$ cat config.mk
export PLATFORM = sky130hd
export DESIGN_NAME = edcc_top
export DESIGN_NICKNAME = d
export VERILOG_FILES = /design/src/edcc_pkg.sv /design/src/edcc_top.sv /design/src/edcc_rate_divider.sv /design/src/edcc_trim_path.sv
export SDC_FILE = /design/constraint.sdc
export NUM_CORES = 1
export LEC_CHECK = 0
export ABC_AREA = 1
export BUFFER_PORTS_ARGS = -buffer_cell sky130_fd_sc_hd__buf_2
export CAP_MARGIN = 40
export CORE_MARGIN = 5
export CORE_UTILIZATION = 31
export CTS_CLUSTER_DIAMETER = 80
export CTS_CLUSTER_SIZE = 10
export DETAILED_ROUTE_END_ITERATION = 10
export GPL_ROUTABILITY_DRIVEN = 0
export SETUP_SLACK_MARGIN = 0.05
export SLEW_MARGIN = 20
export SYNTH_ARGS = -nofsm -noshare
export SYNTH_HDL_FRONTEND = slang
export SYNTH_SLANG_ARGS = --single-unit
$ cat constraint.sdc
create_clock -name clk -period 22.1 [get_ports clk]
set_input_delay 1.105 -clock clk [delete_from_list [all_inputs] [get_ports clk]]
set_output_delay 1.105 -clock clk [all_outputs]
set_load 0.03 [all_outputs]
$ cat src/edcc_pkg.sv
// Constants, register map and reset values for the excitation DAC control.
// What this block does
// - Gain select bit: clear gain 2, set 0.25
// - Update rate is clock divided by rate field
// - Attenuator bit: clear unity, set gain 0.2
// - Code register feeds converter, resets to midscale
// - Code 0x800 is zero volts, offset binary
// - Low power mode picks attenuated/direct offset trim
// - High speed mode uses its own trim pair
// - One gain trim scales swing in all modes
// - Trim registers writable only after unlock key
// - Gain trim unsigned, 0x800 means no change
// - Offset trim signed half-LSB, added to code
package edcc_pkg;

    // ==========================================================
    // Register offsets (byte addresses)
    localparam logic [15:0] EDCC_CONFIG_OFF   = 16'h2010;
    localparam logic [15:0] EDCC_CODE_OFF     = 16'h2048;
    localparam logic [15:0] EDCC_LOCK_OFF     = 16'h2230;
    localparam logic [15:0] EDCC_GAIN_OFF     = 16'h2260;
    localparam logic [15:0] EDCC_OFF_ATT_LP   = 16'h2264;
    localparam logic [15:0] EDCC_OFF_DIR_LP   = 16'h2268;
    localparam logic [15:0] EDCC_OFF_ATT_HS   = 16'h22B8;
    localparam logic [15:0] EDCC_OFF_DIR_HS   = 16'h22BC;
    localparam logic [15:0] EDCC_MODE_OFF     = 16'h2300;
    localparam logic [15:0] EDCC_STATUS_OFF   = 16'h2304;

    // ==========================================================
    // Field positions
    localparam int EDCC_GAIN_SEL_BIT  = 12;
    localparam int EDCC_SPARE_LSB     = 9;
    localparam int EDCC_RATE_LSB      = 1;
    localparam int EDCC_ATTEN_BIT     = 0;
    localparam int EDCC_UNLOCKED_BIT  = 16;

    // ==========================================================
    // Reset values and keys
    localparam logic [31:0] EDCC_CONFIG_RST   = 32'h0000001E;
    localparam logic [11:0] EDCC_CODE_RST     = 12'h800;
    localparam logic [31:0] EDCC_LOCK_RST     = 32'hDE87A5A0;
    localparam logic [31:0] EDCC_UNLOCK_KEY   = 32'hDE87A5AF;
    localparam logic [11:0] EDCC_GAIN_RST     = 12'h800;
    localparam logic [11:0] EDCC_OFFSET_RST   = 12'h000;

    // ==========================================================
    // Datapath constants
    localparam logic signed [12:0] EDCC_MIDSCALE      = 13'sh0800;
    localparam int                 EDCC_GAIN_SHIFT    = 14;
    localparam logic signed [15:0] EDCC_HALF_MID      = 16'sh1000;
    localparam logic signed [15:0] EDCC_HALF_MAX      = 16'sh1FFF;
    localparam logic [7:0]         EDCC_RATE_MIN      = 8'h01;

endpackage

$ cat src/edcc_top.sv
// Register file, APB slave and update logic of the excitation DAC control.
`timescale 1ns/1ns
module edcc_top
    import edcc_pkg::*;
(
    // Clock and reset
    input  wire logic        clk,
    input  wire logic        resetn,
    // APB slave
    input  wire logic        psel,
    input  wire logic        penable,
    input  wire logic        pwrite,
    input  wire logic [15:0] paddr,
    input  wire logic [31:0] pwdata,
    input  wire logic [3:0]  pstrb,
    output logic      [31:0] prdata,
    output logic             pready,
    output logic             pslverr,
    // Analog controls
    output logic             ampGainSelect,
    output logic             attenuatorEnable,
    output logic             highSpeedMode,
    // Converter code
    output logic      [12:0] dacCode,
    output logic             dacUpdate
);
    import edcc_pkg::*;

    typedef struct packed {
        logic [31:0] prdata;
        logic        pready;
        logic        pslverr;
        logic        gainSel;
        logic [2:0]  cfgSpare;
        logic [7:0]  rate;
        logic        atten;
        logic [11:0] code;
        logic [31:0] lockKey;
        logic [11:0] gainTrim;
        logic [11:0] offAttLp;
        logic [11:0] offDirLp;
        logic [11:0] offAttHs;
        logic [11:0] offDirHs;
        logic        highSpeed;
        logic [12:0] dacOut;
        logic        dacUpdate;
    } edcc_top_state_t;

    edcc_top_state_t s;
    edcc_top_state_t next_s;

    logic        tick;
    logic [11:0] selOffset;
    logic [12:0] trimmed;
    logic        setupPhase;
    logic        accessPhase;
    logic        unlocked;
    logic        readHit;
    logic [31:0] readData;
    logic [31:0] oldWord;
    logic [31:0] newWord;

    // ==========================================================
    // Helper functions

    // Merges the written bytes selected by the strobes into a word.
    function automatic logic [31:0] mergeBytes(
        input logic [31:0] oldValue,
        input logic [31:0] wdata,
        input logic [3:0]  strb
    );
        logic [31:0] result;
        result = oldValue;
        for (int i = 0; i < 4; i++) begin
            if (strb[i]) begin
                result[i*8 +: 8] = wdata[i*8 +: 8];
            end
        end
        return result;
    endfunction

    // Widens a 12-bit field to a bus word.
    function automatic logic [31:0] word12(input logic [11:0] v);
        return {20'h00000, v};
    endfunction

    // ==========================================================
    // Update-rate divider and trim datapath
    edcc_rate_divider uDivider (
        .clk    (clk),
        .resetn (resetn),
        .rate   (s.rate),
        .tick   (tick)
    );

    always_comb begin
        unique case ({s.highSpeed, s.atten})
            2'b00: selOffset = s.offDirLp;
            2'b01: selOffset = s.offAttLp;
            2'b10: selOffset = s.offDirHs;
            2'b11: selOffset = s.offAttHs;
        endcase
    end

    edcc_trim_path uTrim (
        .code       (s.code),
        .gainTrim   (s.gainTrim),
        .offsetTrim (selOffset),
        .trimmed    (trimmed)
    );

    // ==========================================================
    // Address decode and read data
    assign setupPhase  = psel & ~penable;
    assign accessPhase = psel & penable & s.pready;
    assign unlocked    = (s.lockKey == EDCC_UNLOCK_KEY);

    always_comb begin
        readHit  = 1'b1;
        readData = 32'h00000000;
        unique case (paddr)
            EDCC_CONFIG_OFF: begin
                readData[EDCC_GAIN_SEL_BIT]           = s.gainSel;
                readData[EDCC_SPARE_LSB +: 3]         = s.cfgSpare;
                readData[EDCC_RATE_LSB +: 8]          = s.rate;
                readData[EDCC_ATTEN_BIT]              = s.atten;
            end
            EDCC_CODE_OFF:   readData = word12(s.code);
            EDCC_LOCK_OFF:   readData = s.lockKey;
            EDCC_GAIN_OFF:   readData = word12(s.gainTrim);
            EDCC_OFF_ATT_LP: readData = word12(s.offAttLp);
            EDCC_OFF_DIR_LP: readData = word12(s.offDirLp);
            EDCC_OFF_ATT_HS: readData = word12(s.offAttHs);
            EDCC_OFF_DIR_HS: readData = word12(s.offDirHs);
            EDCC_MODE_OFF:   readData[0] = s.highSpeed;
            EDCC_STATUS_OFF: begin
                readData[12:0]              = s.dacOut;
                readData[EDCC_UNLOCKED_BIT] = unlocked;
            end
            default:         readHit = 1'b0;
        endcase
    end

    // Current register word at the address, merged with the write.
    assign oldWord = readData;
    assign newWord = mergeBytes(oldWord, pwdata, pstrb);

    // ==========================================================
    // Next-state logic
    always_comb begin
        next_s           = s;
        next_s.dacUpdate = 1'b0;

        // Zero-wait slave: ready and answer are prepared in setup.
        if (setupPhase) begin
            next_s.pready  = 1'b1;
            next_s.pslverr = ~readHit;
            next_s.prdata  = (pwrite || !readHit) ? 32'h00000000 : readData;
        end else begin
            next_s.pready  = 1'b0;
            next_s.pslverr = 1'b0;
        end

        if (accessPhase && pwrite && !s.pslverr) begin
            unique case (paddr)
                EDCC_CONFIG_OFF: begin
                    next_s.gainSel  = newWord[EDCC_GAIN_SEL_BIT];
                    next_s.cfgSpare = newWord[EDCC_SPARE_LSB +: 3];
                    next_s.rate     = newWord[EDCC_RATE_LSB +: 8];
                    next_s.atten    = newWord[EDCC_ATTEN_BIT];
                end
                EDCC_CODE_OFF: next_s.code = newWord[11:0];
                EDCC_LOCK_OFF: next_s.lockKey = newWord;
                EDCC_MODE_OFF: next_s.highSpeed = newWord[0];
                default: begin
                    if (unlocked) begin
                        if (paddr == EDCC_GAIN_OFF) begin
                            next_s.gainTrim = newWord[11:0];
                        end
                        if (paddr == EDCC_OFF_ATT_LP) begin
                            next_s.offAttLp = newWord[11:0];
                        end
                        if (paddr == EDCC_OFF_DIR_LP) begin
                            next_s.offDirLp = newWord[11:0];
                        end
                        if (paddr == EDCC_OFF_ATT_HS) begin
                            next_s.offAttHs = newWord[11:0];
                        end
                        if (paddr == EDCC_OFF_DIR_HS) begin
                            next_s.offDirHs = newWord[11:0];
                        end
                    end
                end
            endcase
        end

        if (tick) begin
            next_s.dacOut    = trimmed;
            next_s.dacUpdate = 1'b1;
        end
    end

    // ==========================================================
    // State register
    always_ff @(posedge clk or negedge resetn) begin
        if (!resetn) begin
            s          <= '0;
            s.gainSel  <= EDCC_CONFIG_RST[EDCC_GAIN_SEL_BIT];
            s.cfgSpare <= EDCC_CONFIG_RST[EDCC_SPARE_LSB +: 3];
            s.rate     <= EDCC_CONFIG_RST[EDCC_RATE_LSB +: 8];
            s.atten    <= EDCC_CONFIG_RST[EDCC_ATTEN_BIT];
            s.code     <= EDCC_CODE_RST;
            s.lockKey  <= EDCC_LOCK_RST;
            s.gainTrim <= EDCC_GAIN_RST;
            s.offAttLp <= EDCC_OFFSET_RST;
            s.offDirLp <= EDCC_OFFSET_RST;
            s.offAttHs <= EDCC_OFFSET_RST;
            s.offDirHs <= EDCC_OFFSET_RST;
            s.dacOut   <= EDCC_HALF_MID[12:0];
        end else begin
            s <= next_s;
        end
    end

    // ==========================================================
    // Outputs
    assign prdata           = s.prdata;
    assign pready           = s.pready;
    assign pslverr          = s.pslverr;
    assign ampGainSelect    = s.gainSel;
    assign attenuatorEnable = s.atten;
    assign highSpeedMode    = s.highSpeed;
    assign dacCode          = s.dacOut;
    assign dacUpdate        = s.dacUpdate;

endmodule

$ cat src/edcc_rate_divider.sv
// Update-rate divider producing a one-cycle tick every rate clocks, or every clock for rate 0.
`timescale 1ns/1ns
module edcc_rate_divider
    import edcc_pkg::*;
(
    // Clock and reset
    input  wire logic       clk,
    input  wire logic       resetn,
    // Division ratio and tick
    input  wire logic [7:0] rate,
    output logic            tick
);
    import edcc_pkg::*;

    typedef struct packed {
        logic [7:0] count;
        logic       tick;
    } edcc_div_state_t;

    edcc_div_state_t s;
    edcc_div_state_t next_s;

    // ==========================================================
    // Divider
    always_comb begin
        next_s = s;
        if (rate <= EDCC_RATE_MIN || s.count >= rate - EDCC_RATE_MIN) begin
            next_s.count = 8'h00;
            next_s.tick  = 1'b1;
        end else begin
            next_s.count = s.count + 8'h01;
            next_s.tick  = 1'b0;
        end
    end

    always_ff @(posedge clk or negedge resetn) begin
        if (!resetn) begin
            s <= '0;
        end else begin
            s <= next_s;
        end
    end

    assign tick = s.tick;

endmodule

$ cat src/edcc_trim_path.sv
// Combinational gain and offset trim of the DAC code, in half-LSB units.
`timescale 1ns/1ns
module edcc_trim_path
    import edcc_pkg::*;
(
    // Raw code and trims
    input  wire logic [11:0] code,
    input  wire logic [11:0] gainTrim,
    input  wire logic [11:0] offsetTrim,
    // Trimmed converter code, twice the resolution of the raw code
    output logic      [12:0] trimmed
);
    import edcc_pkg::*;

    logic signed [12:0] centered;
    logic signed [12:0] gainDelta;
    logic signed [25:0] product;
    logic signed [13:0] scaled;
    logic signed [15:0] half;

    always_comb begin
        centered  = $signed({1'b0, code}) - EDCC_MIDSCALE;
        gainDelta = $signed({1'b0, gainTrim}) - EDCC_MIDSCALE;
        product   = centered * gainDelta;
        scaled    = {centered[12], centered}
                  + {{2{product[25]}}, product[25:EDCC_GAIN_SHIFT]};
        half      = {scaled[13], scaled, 1'b0}
                  + {{4{offsetTrim[11]}}, offsetTrim}
                  + EDCC_HALF_MID;
        if (half < 16'sh0000) begin
            trimmed = 13'h0000;
        end else if (half > EDCC_HALF_MAX) begin
            trimmed = EDCC_HALF_MAX[12:0];
        end else begin
            trimmed = half[12:0];
        end
    end

endmodule

==> results_dict.tcl, run 1 <==
set metrics [dict create \
    status "completed" \
    path_common_cell "nand2_1" \
    synth_area_mm2 0.0177 \
    p_leak_nw 11.0 \
    regToRegSetupSlack_ns 13.06 \
    cts_tree "built" \
    path_max_fanout 24 \
    slowest_stage "dfstp_2" \
    fin_setup_tns_ns 0 \
    drv_slew 0 \
    r2r_end "dacCode[12]$_DFFE_PN1P_" \
    cts_setup_buffers 0 \
    crit_end "dacCode[12]$_DFFE_PN1P_" \
    cp.buffers_inverters 4 \
    grt_setup_unrepaired "no" \
    p_seq_share_pct 48.0 \
    grt_max_degree 79 \
    crit_start "s[74]$_DFFE_PN1P_" \
    ys_types 42 \
    wire_per_inst_um 15.7 \
    yosys_warnings 0 \
    gr-usage-met1_pct 21.4 \
    grt_antenna_before_repair 0 \
    clkLatencyLatePin_ns 0.45 \
    powerDensity_mw_per_mm2 34.9 \
    area_delta_synth_final_pct 8.43 \
    place_area_mm2 0.0186 \
    synth_top_area_cell "dfrtp_1" \
    sw_frac_of_total_pct 25.1 \
    rows 87 \
    num_vias 15100 \
    firstDrtPassIters 5 \
    slew-limit-headroom_pct 44.4 \
    critical_path_depth 39 \
    synth.net_count 2759 \
    report.power.total_mw 0.668 \
    synth_top_area_share_pct 21.5 \
    tightest_slew_ns 0.831 \
    finalCriticalPeriod_ns 9.04 \
    p_clk_share_pct 47.4 \
    synth-async-reset-ratio_pct 100 \
    clock.fmax_mhz 111 \
    first_iter_violations 1102 \
    core_area_mm2 0.0565 \
    hold_viol_final 0 \
    dieArea_mm2 0.0619 \
    power.switching_mw 0.168 \
    criticalPathCategory "reg -> reg" \
    min-delay-path-class "reg -> reg" \
    fin_cells 3206 \
    reg2regPathDepth 39 \
    synthFlopType "dfrtp_1" \
    gr-total-overflow 0 \
    p_int_mw 0.500 \
    grt_pass1_vias 14800 \
    ys_ff_latch 175 \
    endpoint_kind "flip-flop" \
    grt_use_met3_pct 2.33 \
    synth.most_common_cell "nand2_1" \
    grt_pass1_wl_mm 81.4 \
    netlist_top_cells_area "dfrtp_1 (22%), nand2_1 (19%), fa_1 (18%), ha_1 (8.0%), inv_1 (7.2%)" \
    cts_sinks 175 \
    holdBufCountCts 0 \
    required_ns 22.48 \
    p_comb_share_pct 4.7 \
    synth_common_cells "nand2_1 (893), inv_1 (340), nand3_1 (189)" \
    routed_via_density 4.70 \
    maxCapViolCount 0 \
    port_buffers 107 \
    die_y_um 249 \
    cts-root-buf "clkbuf_16" \
    place_inst 3174 \
    drive_above_1_share_pct 9.02 \
    nets 2764 \
    start_util_pct 31.3 \
    finClkSkew_ns 0.0129 \
    start_kind "flip-flop" \
    crit_arrival_ns 9.43 \
    ys_seq_area_share_pct 24.9 \
    r2r_start "s[74]$_DFFE_PN1P_" \
    die_w_um 249 \
    ios 108 \
    cts_buffers 17 \
    grt.busiest_layer "met2" \
    syn_avg_cell_area_um2 7.27 \
    peakVddDrop_mv 0.0514 \
    clkSlewWorstSetupHoldPaths_ns 0.07 \
    critical_path.top_delay_family "adder cells" \
    use_met2_pct 26.7 \
    grt_usage_pct 16.0 \
    fin_crit_sh_pct 40.9 \
    num_antenna_cells 0 \
    cts_buffer_depth 2 \
    synth_edf_count 0 \
    drtAntennaViolNets 0 \
    slowest_delay_ns 0.87 \
    setup_viol 0 \
    cts_resized 0 \
    htreeDepth 4 \
    synth_cells 2432 \
    stdcell_area_mm2 0.0192 \
    wl_mm 50.3 \
    hpwl_mm 39.3 \
    drc_errors 0 \
]
[cells in the final DEF, fill, tap and decap left out, types with 2 or more instances in the layout]
cell type	synthesis	final
nand3_1	189	189
o21bai_1	6	6
inv_2	7	7
nor2_2	13	13
nor2_1	147	146
nand4_1	26	26
o21ai_0	55	55
a31oi_1	7	7
a21o_1	6	6
dfstp_2	23	23
buf_16	0	3
nor2_4	6	7
dfrtp_1	152	152
nand2_2	15	15
inv_8	0	5
bufinv_16	0	2
a21boi_0	3	3
nand3b_1	6	6
xor2_1	22	22
o31ai_1	8	8
nor3b_1	3	3
clkinvlp_4	0	3
o211ai_1	2	2
nor3_1	19	19
buf_4	56	9
buf_2	24	106
o21a_1	2	2
inv_1	340	340
ha_1	113	113
nor4_1	4	4
xnor2_1	18	18
clkbuf_16	0	17
a21oi_1	46	46
nand2_1	893	893
fa_1	157	157
[sequential cells by signal, indices dropped and copies added (netlist names)]
signal,cells
prdata,32
uDivider.tick,1
pslverr,1
attenuatorEnable,1
uDivider.s,8
dacUpdate,1
pready,1
ampGainSelect,1
dacCode,13
highSpeedMode,1
s,115
[power by group through the flow]
| stage | registers [mW] | logic [mW] | clock network [mW] |
|---|---|---|---|
| after floorplan | 0.327 | 0.0107 | 0 |
| after global placement | 0.327 | 0.0299 | 0 |
| after detailed placement | 0.327 | 0.0315 | 0 |
| after CTS | 0.321 | 0.0315 | 0.323 |
| after global routing | 0.321 | 0.0346 | 0.338 |
| final | 0.321 | 0.0312 | 0.317 |
[cell type report]
| cell class | count | area (um^2) |
|---|---|---|
| fillers | 6053 | 37300 |
| inverters | 347 | 1300 |
| multi-input cells | 1776 | 11200 |
| flip-flops and latches | 175 | 4410 |
| well taps | 756 | 946 |
| repair buffers | 120 | 712 |
| clock buffers | 18 | 429 |
| clock inverters | 14 | 178 |
[layer usage]
layer / vias to the layer above / routed length [um]
met4: 0 / 1490
met5: - / 0
met2: 428 / 23900
met3: 81 / 2570
li1: 7452 / -
met1: 7122 / 22300
[cells by family (layout without fill, tap and decap cells)]
logic type | count (synthesis) | count (layout) | share of synthesized area, %
AOI/OAI and AO/OA | 138 | 138 | 4.38
xor gates and xnor gates | 40 | 40 | 1.98
adders and majority gates | 270 | 270 | 25.8
buffers and inverters | 481 | 499 | 11.8
DFF | 175 | 175 | 24.9
and+or+nand+nor | 1328 | 1328 | 31.2
[metrics by stage]
| stage | hold slack, ns | utilization, % | setup WS [ns] |
|---|---|---|---|
| after floorplan | 0.354 | - | 14.19 |
| after global placement | 0.368 | 32.6 | 12.75 |
| after detailed placement | 0.364 | 32.9 | 13.09 |
| after CTS | 0.384 | 33.9 | 13.05 |
| after global routing | 0.395 | 33.9 | 12.32 |
| final | 0.384 | 33.9 | 13.06 |
[worst register-to-register path, delay by kind of cell, from the launching register on]
family	cells	cell delay, ns
adder cells (fa/ha/maj)	10	4.13
AND/OR/NAND/NOR	19	2.39
AO/OA/AOI/OAI	5	0.92
flip-flops	1	0.87
buffers and inverters	4	0.41
XOR/XNOR	1	0.29
[worst min path at each step]
stage                                        from                   to  cells past startpoint
after floorplan           uDivider.tick$_DFF_PN0_  dacUpdate$_DFF_PN0_                      0
after global placement    uDivider.tick$_DFF_PN0_  dacUpdate$_DFF_PN0_                      0
after detailed placement  uDivider.tick$_DFF_PN0_  dacUpdate$_DFF_PN0_                      0
after CTS                 uDivider.tick$_DFF_PN0_  dacUpdate$_DFF_PN0_                      0
after global routing      uDivider.tick$_DFF_PN0_  dacUpdate$_DFF_PN0_                      0
final                     uDivider.tick$_DFF_PN0_  dacUpdate$_DFF_PN0_                      0
No activity file was read; power rests on OpenSTA's default activity.
==> run 2: changes to the inputs <==
Settings changed: ABC_AREA 1 to 0.
Clock period 22.1 ns to 9.3 ns, I/O delays scaled along.
==> results_dict.tcl, run 2 <==
set metrics [dict create \
    status "completed" \
    routed_via_density 4.87 \
    endpoint_kind "flip-flop" \
    start_kind "flip-flop" \
    finClkSkew_ns 0.0160 \
    synthFlopType "dfrtp_1" \
    met2_length_mm 20.2 \
    dieArea_mm2 0.0559 \
    peakVddDrop_mv 0.147 \
    grt_setup_unrepaired "yes" \
    synth_top_family_by_area "adder cells" \
    ff_latch_area_mm2 0.00441 \
    max_flop_register "s" \
    top_layer "met4" \
    wire_per_inst_um 17.2 \
    crit_arrival_ns 9.33 \
    netlist_top_cells_area "dfrtp_1 (24%), fa_1 (20%), ha_1 (8.9%), nand2_1 (4.8%), inv_1 (4.7%)" \
    fin_crit_sh_pct 96.7 \
    synth_area_mm2 0.0159 \
    grt_pass1_vias 12500 \
    port_buffers 107 \
    drtAntennaViolNets 0 \
    gr-total-overflow 0 \
    layout_common_cells "nand2_1 (205), inv_1 (194), fa_1 (155)" \
    htreeDepth 4 \
    synth.most_common_cell "nand2_1" \
    synth_top_area_share_pct 23.9 \
    place_area_mm2 0.0172 \
    p_leak_nw 9.24 \
    synth-simple-area-share_pct 15.5 \
    stdcell_area_mm2 0.0184 \
    cts_buffer_depth 2 \
    drive_above_1_share_pct 23.3 \
    regToRegSetupSlack_ns 0.31 \
    slew-limit-headroom_pct 43.3 \
    hpwl_mm 33.2 \
    yosys_warnings 0 \
    ys_types 83 \
    fin_util_pct 36.1 \
    ys_ff_latch 175 \
    required_ns 9.64 \
    largest_reg_flops 115 \
    muxShareOfSynthArea_pct 5.67 \
    rows 83 \
    tightest_slew_ns 0.848 \
    grt_usage_pct 14.9 \
    first_iter_violations 957 \
    criticalPathCategory "reg -> reg" \
    path_max_fanout 5 \
    grt_max_degree 67 \
    synth_compound_area_share_pct 10.4 \
    num_antenna_cells 0 \
    cts-root-buf "clkbuf_16" \
    final_common_cell "nand2_1" \
    drv_slew 0 \
    syn_avg_cell_area_um2 9.95 \
    report.power.total_mw 1.55 \
    clkLatencyLatePin_ns 0.43 \
    clkSlewWorstSetupHoldPaths_ns 0.07 \
    die_w_um 236 \
    fin_cells 2412 \
    multiInputGateArea_mm2 0.0103 \
    wl_mm 41.5 \
    hold_viol_final 0 \
    cts_buffers 17 \
    path_common_cell "fa_1" \
    finalCriticalPeriod_ns 8.99 \
    nets 2046 \
    ios 108 \
    synth_edf_count 0 \
    core_area_mm2 0.0510 \
    setup_viol 0 \
    grt_pass1_wl_mm 67.8 \
    place_inst 2354 \
    slowest_stage "fa_1" \
    met3WireLength_mm 2.26 \
    area_delta_synth_final_pct 15.8 \
    ys_seq_area_share_pct 27.8 \
    num_vias 11700 \
    cts_sinks 175 \
    start_util_pct 31.1 \
    min-delay-path-class "in -> reg" \
    synth.net_count 1924 \
    firstDrtPassIters 6 \
    synthAdderAreaFrac_pct 28.7 \
    synth_top_area_cell "dfrtp_1" \
    maxCapViolCount 0 \
    synth_cells 1597 \
    drt-met1-wl_mm 18.0 \
    clock.fmax_mhz 111 \
    n_fill_cell 5042 \
    slowest_delay_ns 0.54 \
    cts_tree "built" \
    synth-async-reset-ratio_pct 100 \
    powerDensity_mw_per_mm2 84.1 \
    synth_xor_area_share_pct 2.70 \
    synth_common_cells "nand2_1 (205), inv_1 (200), fa_1 (157)" \
    grt_antenna_before_repair 0 \
    die_y_um 236 \
    drc_errors 0 \
]
run 2: changes by cell type after synthesis, sizes merged, moves of 34 or more:
cell	change
nand2	-703
nand3	-172
inv	-146
nor2	-123
and2	+65
o21ai	+47
a22oi	+35
mux2	+34
run 2: power by group:
| group | internal [mW] | leakage, nW | total [mW] | switching, mW |
|---|---|---|---|---|
| Clock | 0.392 | 0.296 | 0.722 | 0.330 |
| Combinational | 0.0207 | 6.72 | 0.0625 | 0.0418 |
| Sequential | 0.762 | 2.22 | 0.762 | 0.000393 |
| Total | 1.17 | 9.24 | 1.55 | 0.372 |
run 2: layer usage:
metal,vias to the layer above,track usage (%)
met5,-,0
met4,0,3.94
met3,62,2.90
met2,356,25.2
met1,5816,19.5
li1,5514,-
run 2: path summary, 6_finish.rpt:
check,start,end,cells past startpoint
hold / removal,pwdata[26],s[101]$_DFFE_PN1P_,2
setup reg to reg,s[112]$_DFFE_PN0P_,dacCode[7]$_DFFE_PN0P_,38
min in group asynchronous,resetn,uDivider.s[1]$_DFF_PN0_,2
max in group asynchronous,resetn,s[74]$_DFFE_PN1P_,5
hold reg to reg,s[83]$_DFFE_PN1P_,s[83]$_DFFE_PN1P_,2
setup / recovery,s[112]$_DFFE_PN0P_,dacCode[7]$_DFFE_PN0P_,38
run 2: final cells by class:
| type | instances | area share (%) |
|---|---|---|
| clock buffer | 18 | 2.39 |
| clock inverter | 14 | 0.939 |
| inverter | 201 | 4.10 |
| multi-input combinational | 1110 | 56.1 |
| sequential | 175 | 24.0 |
| tap | 680 | 4.63 |
| timing repair buffer | 214 | 7.83 |
run 2: logic make-up (layout without fill, tap and decap cells):
family          Yosys count  after routing
simple gates            469            469
buf+inv                 312            447
fa+ha+maj               270            270
compound gates          252            252
flops                   175            175
mux                      70             70
xor+xnor                 49             49
run 2: critical path: cells and delay by family (launching register included):
kind	cells	cell delay, ns
AOI/OAI and AO/OA	12	2.60
xor gates and xnor gates	1	0.10
adders and majority gates	11	4.06
buffers and inverters	6	0.46
DFF	1	0.43
and+or+nand+nor	8	1.24
run 2: per-stage QoR:
| stage | setup TNS, ns | worst slack [ns] | hold slack, ns |
|---|---|---|---|
| 2_1_floorplan | 0 | 0.180 | 0.169 |
| 3_3_place_gp | -3.11 | -0.264 | 0.469 |
| 3_5_place_dp | -1.75 | -0.151 | 0.420 |
| 4_1_cts | 0 | 0.0464 | 0.246 |
| 5_1_grt | -0.809 | -0.124 | 0.243 |
| 6_report | 0 | 0.310 | 0.260 |
run 2: what timing repair did:
| action | 4_1_cts | 5_1_grt |
|---|---|---|
| endpoints found under the hold margin | 41 | 0 |
| endpoints found under the setup margin | 13 | 13 |
| resized for setup | 10 | 68 |
| hold buffers | 1 | 0 |
| pin swaps | 3 | 54 |
| buffers inserted | 4 | 17 |
| gates cloned | 0 | 0 |
==> run 3: changes to the inputs <==
Settings changed: CTS_BUF_LIST from default to sky130_fd_sc_hd__clkbuf_16, SLEW_MARGIN 20 to default.
==> results_dict.tcl, run 3 (synthesized netlist as in run 2, its figures left out) <==
set metrics [dict create \
    clock.fmax_mhz 111 \
    first_iter_violations 853 \
    stdcell_area_mm2 0.0183 \
    grt_usage_pct 14.8 \
    n_fill_cell 5038 \
    cts_buffers 17 \
    drc_errors 0 \
    num_vias 11800 \
    port_buffers 107 \
    core_area_mm2 0.0510 \
    place_inst 2354 \
    tightest_slew_ns 0.901 \
    drtAntennaViolNets 0 \
    peakVddDrop_mv 0.139 \
    largest_reg_flops 115 \
    htreeDepth 4 \
    min_from "pwdata[17]" \
    dieArea_mm2 0.0559 \
    num_antenna_cells 0 \
    final_common_cell "nand2_1" \
    finalCriticalPeriod_ns 9.02 \
    firstDrtPassIters 8 \
    grt_pass1_vias 12400 \
    min_to "s[92]$_DFFE_PN1P_" \
    grt_setup_unrepaired "yes" \
    slowest_delay_ns 0.56 \
    wire_per_inst_um 17.3 \
    area_delta_synth_final_pct 14.9 \
    start_util_pct 31.1 \
    routed_via_density 4.90 \
    reg2regPathDepth 37 \
    fin_crit_sh_pct 97.0 \
    die_y_um 236 \
    worstHoldPathCells 2 \
    maxCapViolCount 0 \
    min-delay-path-class "in -> reg" \
    gr-total-overflow 0 \
    start_kind "flip-flop" \
    fin_cells 2401 \
    hpwl_mm 33.2 \
    place_area_mm2 0.0172 \
    required_ns 9.65 \
    hold_viol_final 0 \
    grt_antenna_before_repair 0 \
    drive_above_1_share_pct 22.4 \
    endpoint_kind "flip-flop" \
    r2r_start "s[64]$_DFFE_PN0P_" \
    cts_sinks 175 \
    clkSlewWorstSetupHoldPaths_ns 0.07 \
    slew-limit-headroom_pct 39.7 \
    cts_tree "built" \
    slowest_stage "fa_1" \
    die_w_um 236 \
    powerDensity_mw_per_mm2 84.4 \
    status "completed" \
    ios 108 \
    clkLatencyLatePin_ns 0.44 \
    setup_viol 0 \
    path_common_cell "fa_1" \
    p_leak_nw 9.15 \
    nets 2035 \
    grt_max_degree 67 \
    r2r_end "dacCode[7]$_DFFE_PN0P_" \
    layout_common_cells "nand2_1 (205), inv_1 (195), fa_1 (155)" \
    regToRegSetupSlack_ns 0.28 \
    cts-root-buf "clkbuf_16" \
    grt_pass1_wl_mm 67.7 \
    cts_buffer_depth 2 \
    fin_setup_tns_ns 0 \
    max_flop_register "s" \
    drv_slew 0 \
    path_max_fanout 8 \
    crit_arrival_ns 9.37 \
    rows 83 \
    wl_mm 41.5 \
    finClkSkew_ns 0.0129 \
    criticalPathCategory "reg -> reg" \
]
-- run 3: cell count changes in the layout (fill, tap and decap cells not counted), sizes merged --
cell / delta
buf: -11
clkbuf: -1
clkinv: +2
clkinvlp: +1
inv: -2
-- run 3: area by class of cell --
type                       instances  area [um^2]  share of cell area [%]
multi-input combinational       1110        10300                    56.4
sequential                       175         4410                    24.2
timing repair buffer             203         1330                    7.27
tap                              680          851                    4.66
inverter                         201          754                    4.13
clock buffer                      17          425                    2.33
clock inverter                    15          180                   0.987
-- run 3: report_power, final --
| group | switching [mW] | total (mW) | internal, mW |
|---|---|---|---|
| Sequential | 0.000398 | 0.762 | 0.762 |
| Combinational | 0.0418 | 0.0625 | 0.0207 |
| Clock | 0.334 | 0.716 | 0.383 |
-- run 3: how the worst max path moves through the flow --
stage | startpoint | to | slack (ns) | depth (start not counted)
2_1_floorplan | s[118]$_DFFE_PN1P_ | dacCode[0]$_DFFE_PN0P_ | 0.18 | 38
3_3_place_gp | s[65]$_DFFE_PN0P_ | dacCode[8]$_DFFE_PN0P_ | -0.26 | 35
3_5_place_dp | s[65]$_DFFE_PN0P_ | dacCode[1]$_DFFE_PN0P_ | -0.14 | 36
4_1_cts | s[64]$_DFFE_PN0P_ | dacCode[7]$_DFFE_PN0P_ | 0.04 | 38
5_1_grt | s[113]$_DFFE_PN0P_ | dacCode[7]$_DFFE_PN0P_ | -0.08 | 38
6_report | s[64]$_DFFE_PN0P_ | dacCode[7]$_DFFE_PN0P_ | 0.28 | 37
-- run 3: routing by layer --
metal	vias to the layer above	routed length [um]	GRT usage, %
met2	359	20200	25.2
li1	5488	-	-
met3	63	2320	2.53
met5	-	0	0
met1	5851	17700	19.4
met4	0	1270	4.57
-- run 3: worst max-delay path, delay by kind of cell (launching register included) --
kind / cells / cell delay (ns)
DFF: 1 / 0.38
xor gates and xnor gates: 1 / 0.12
adders and majority gates: 11 / 4.03
and+or+nand+nor: 8 / 1.28
buffers and inverters: 5 / 0.56
AOI/OAI and AO/OA: 12 / 2.53
-- run 3: stage by stage --
| stage | hold slack (ns) | setup WS [ns] | util [%] | power [mW] |
|---|---|---|---|---|
| 6_report | 0.250 | 0.277 | 35.8 | 1.54 |
| 5_1_grt | 0.242 | -0.0827 | 35.8 | 1.59 |
| 4_1_cts | 0.240 | 0.0394 | 35.1 | 1.55 |
| 3_5_place_dp | 0.421 | -0.140 | 33.8 | 0.839 |
| 3_3_place_gp | 0.469 | -0.264 | 33.6 | 0.834 |
| 2_1_floorplan | 0.169 | 0.180 | - | 0.797 |
-- run 3: repair_timing --
action                                  CTS  global route
pin swaps                                 2            46
endpoints found under the setup margin   13            13
setup buffers                             4             9
endpoints found under the hold margin    41             0
resized for setup                         6            61
hold buffers                              1             0
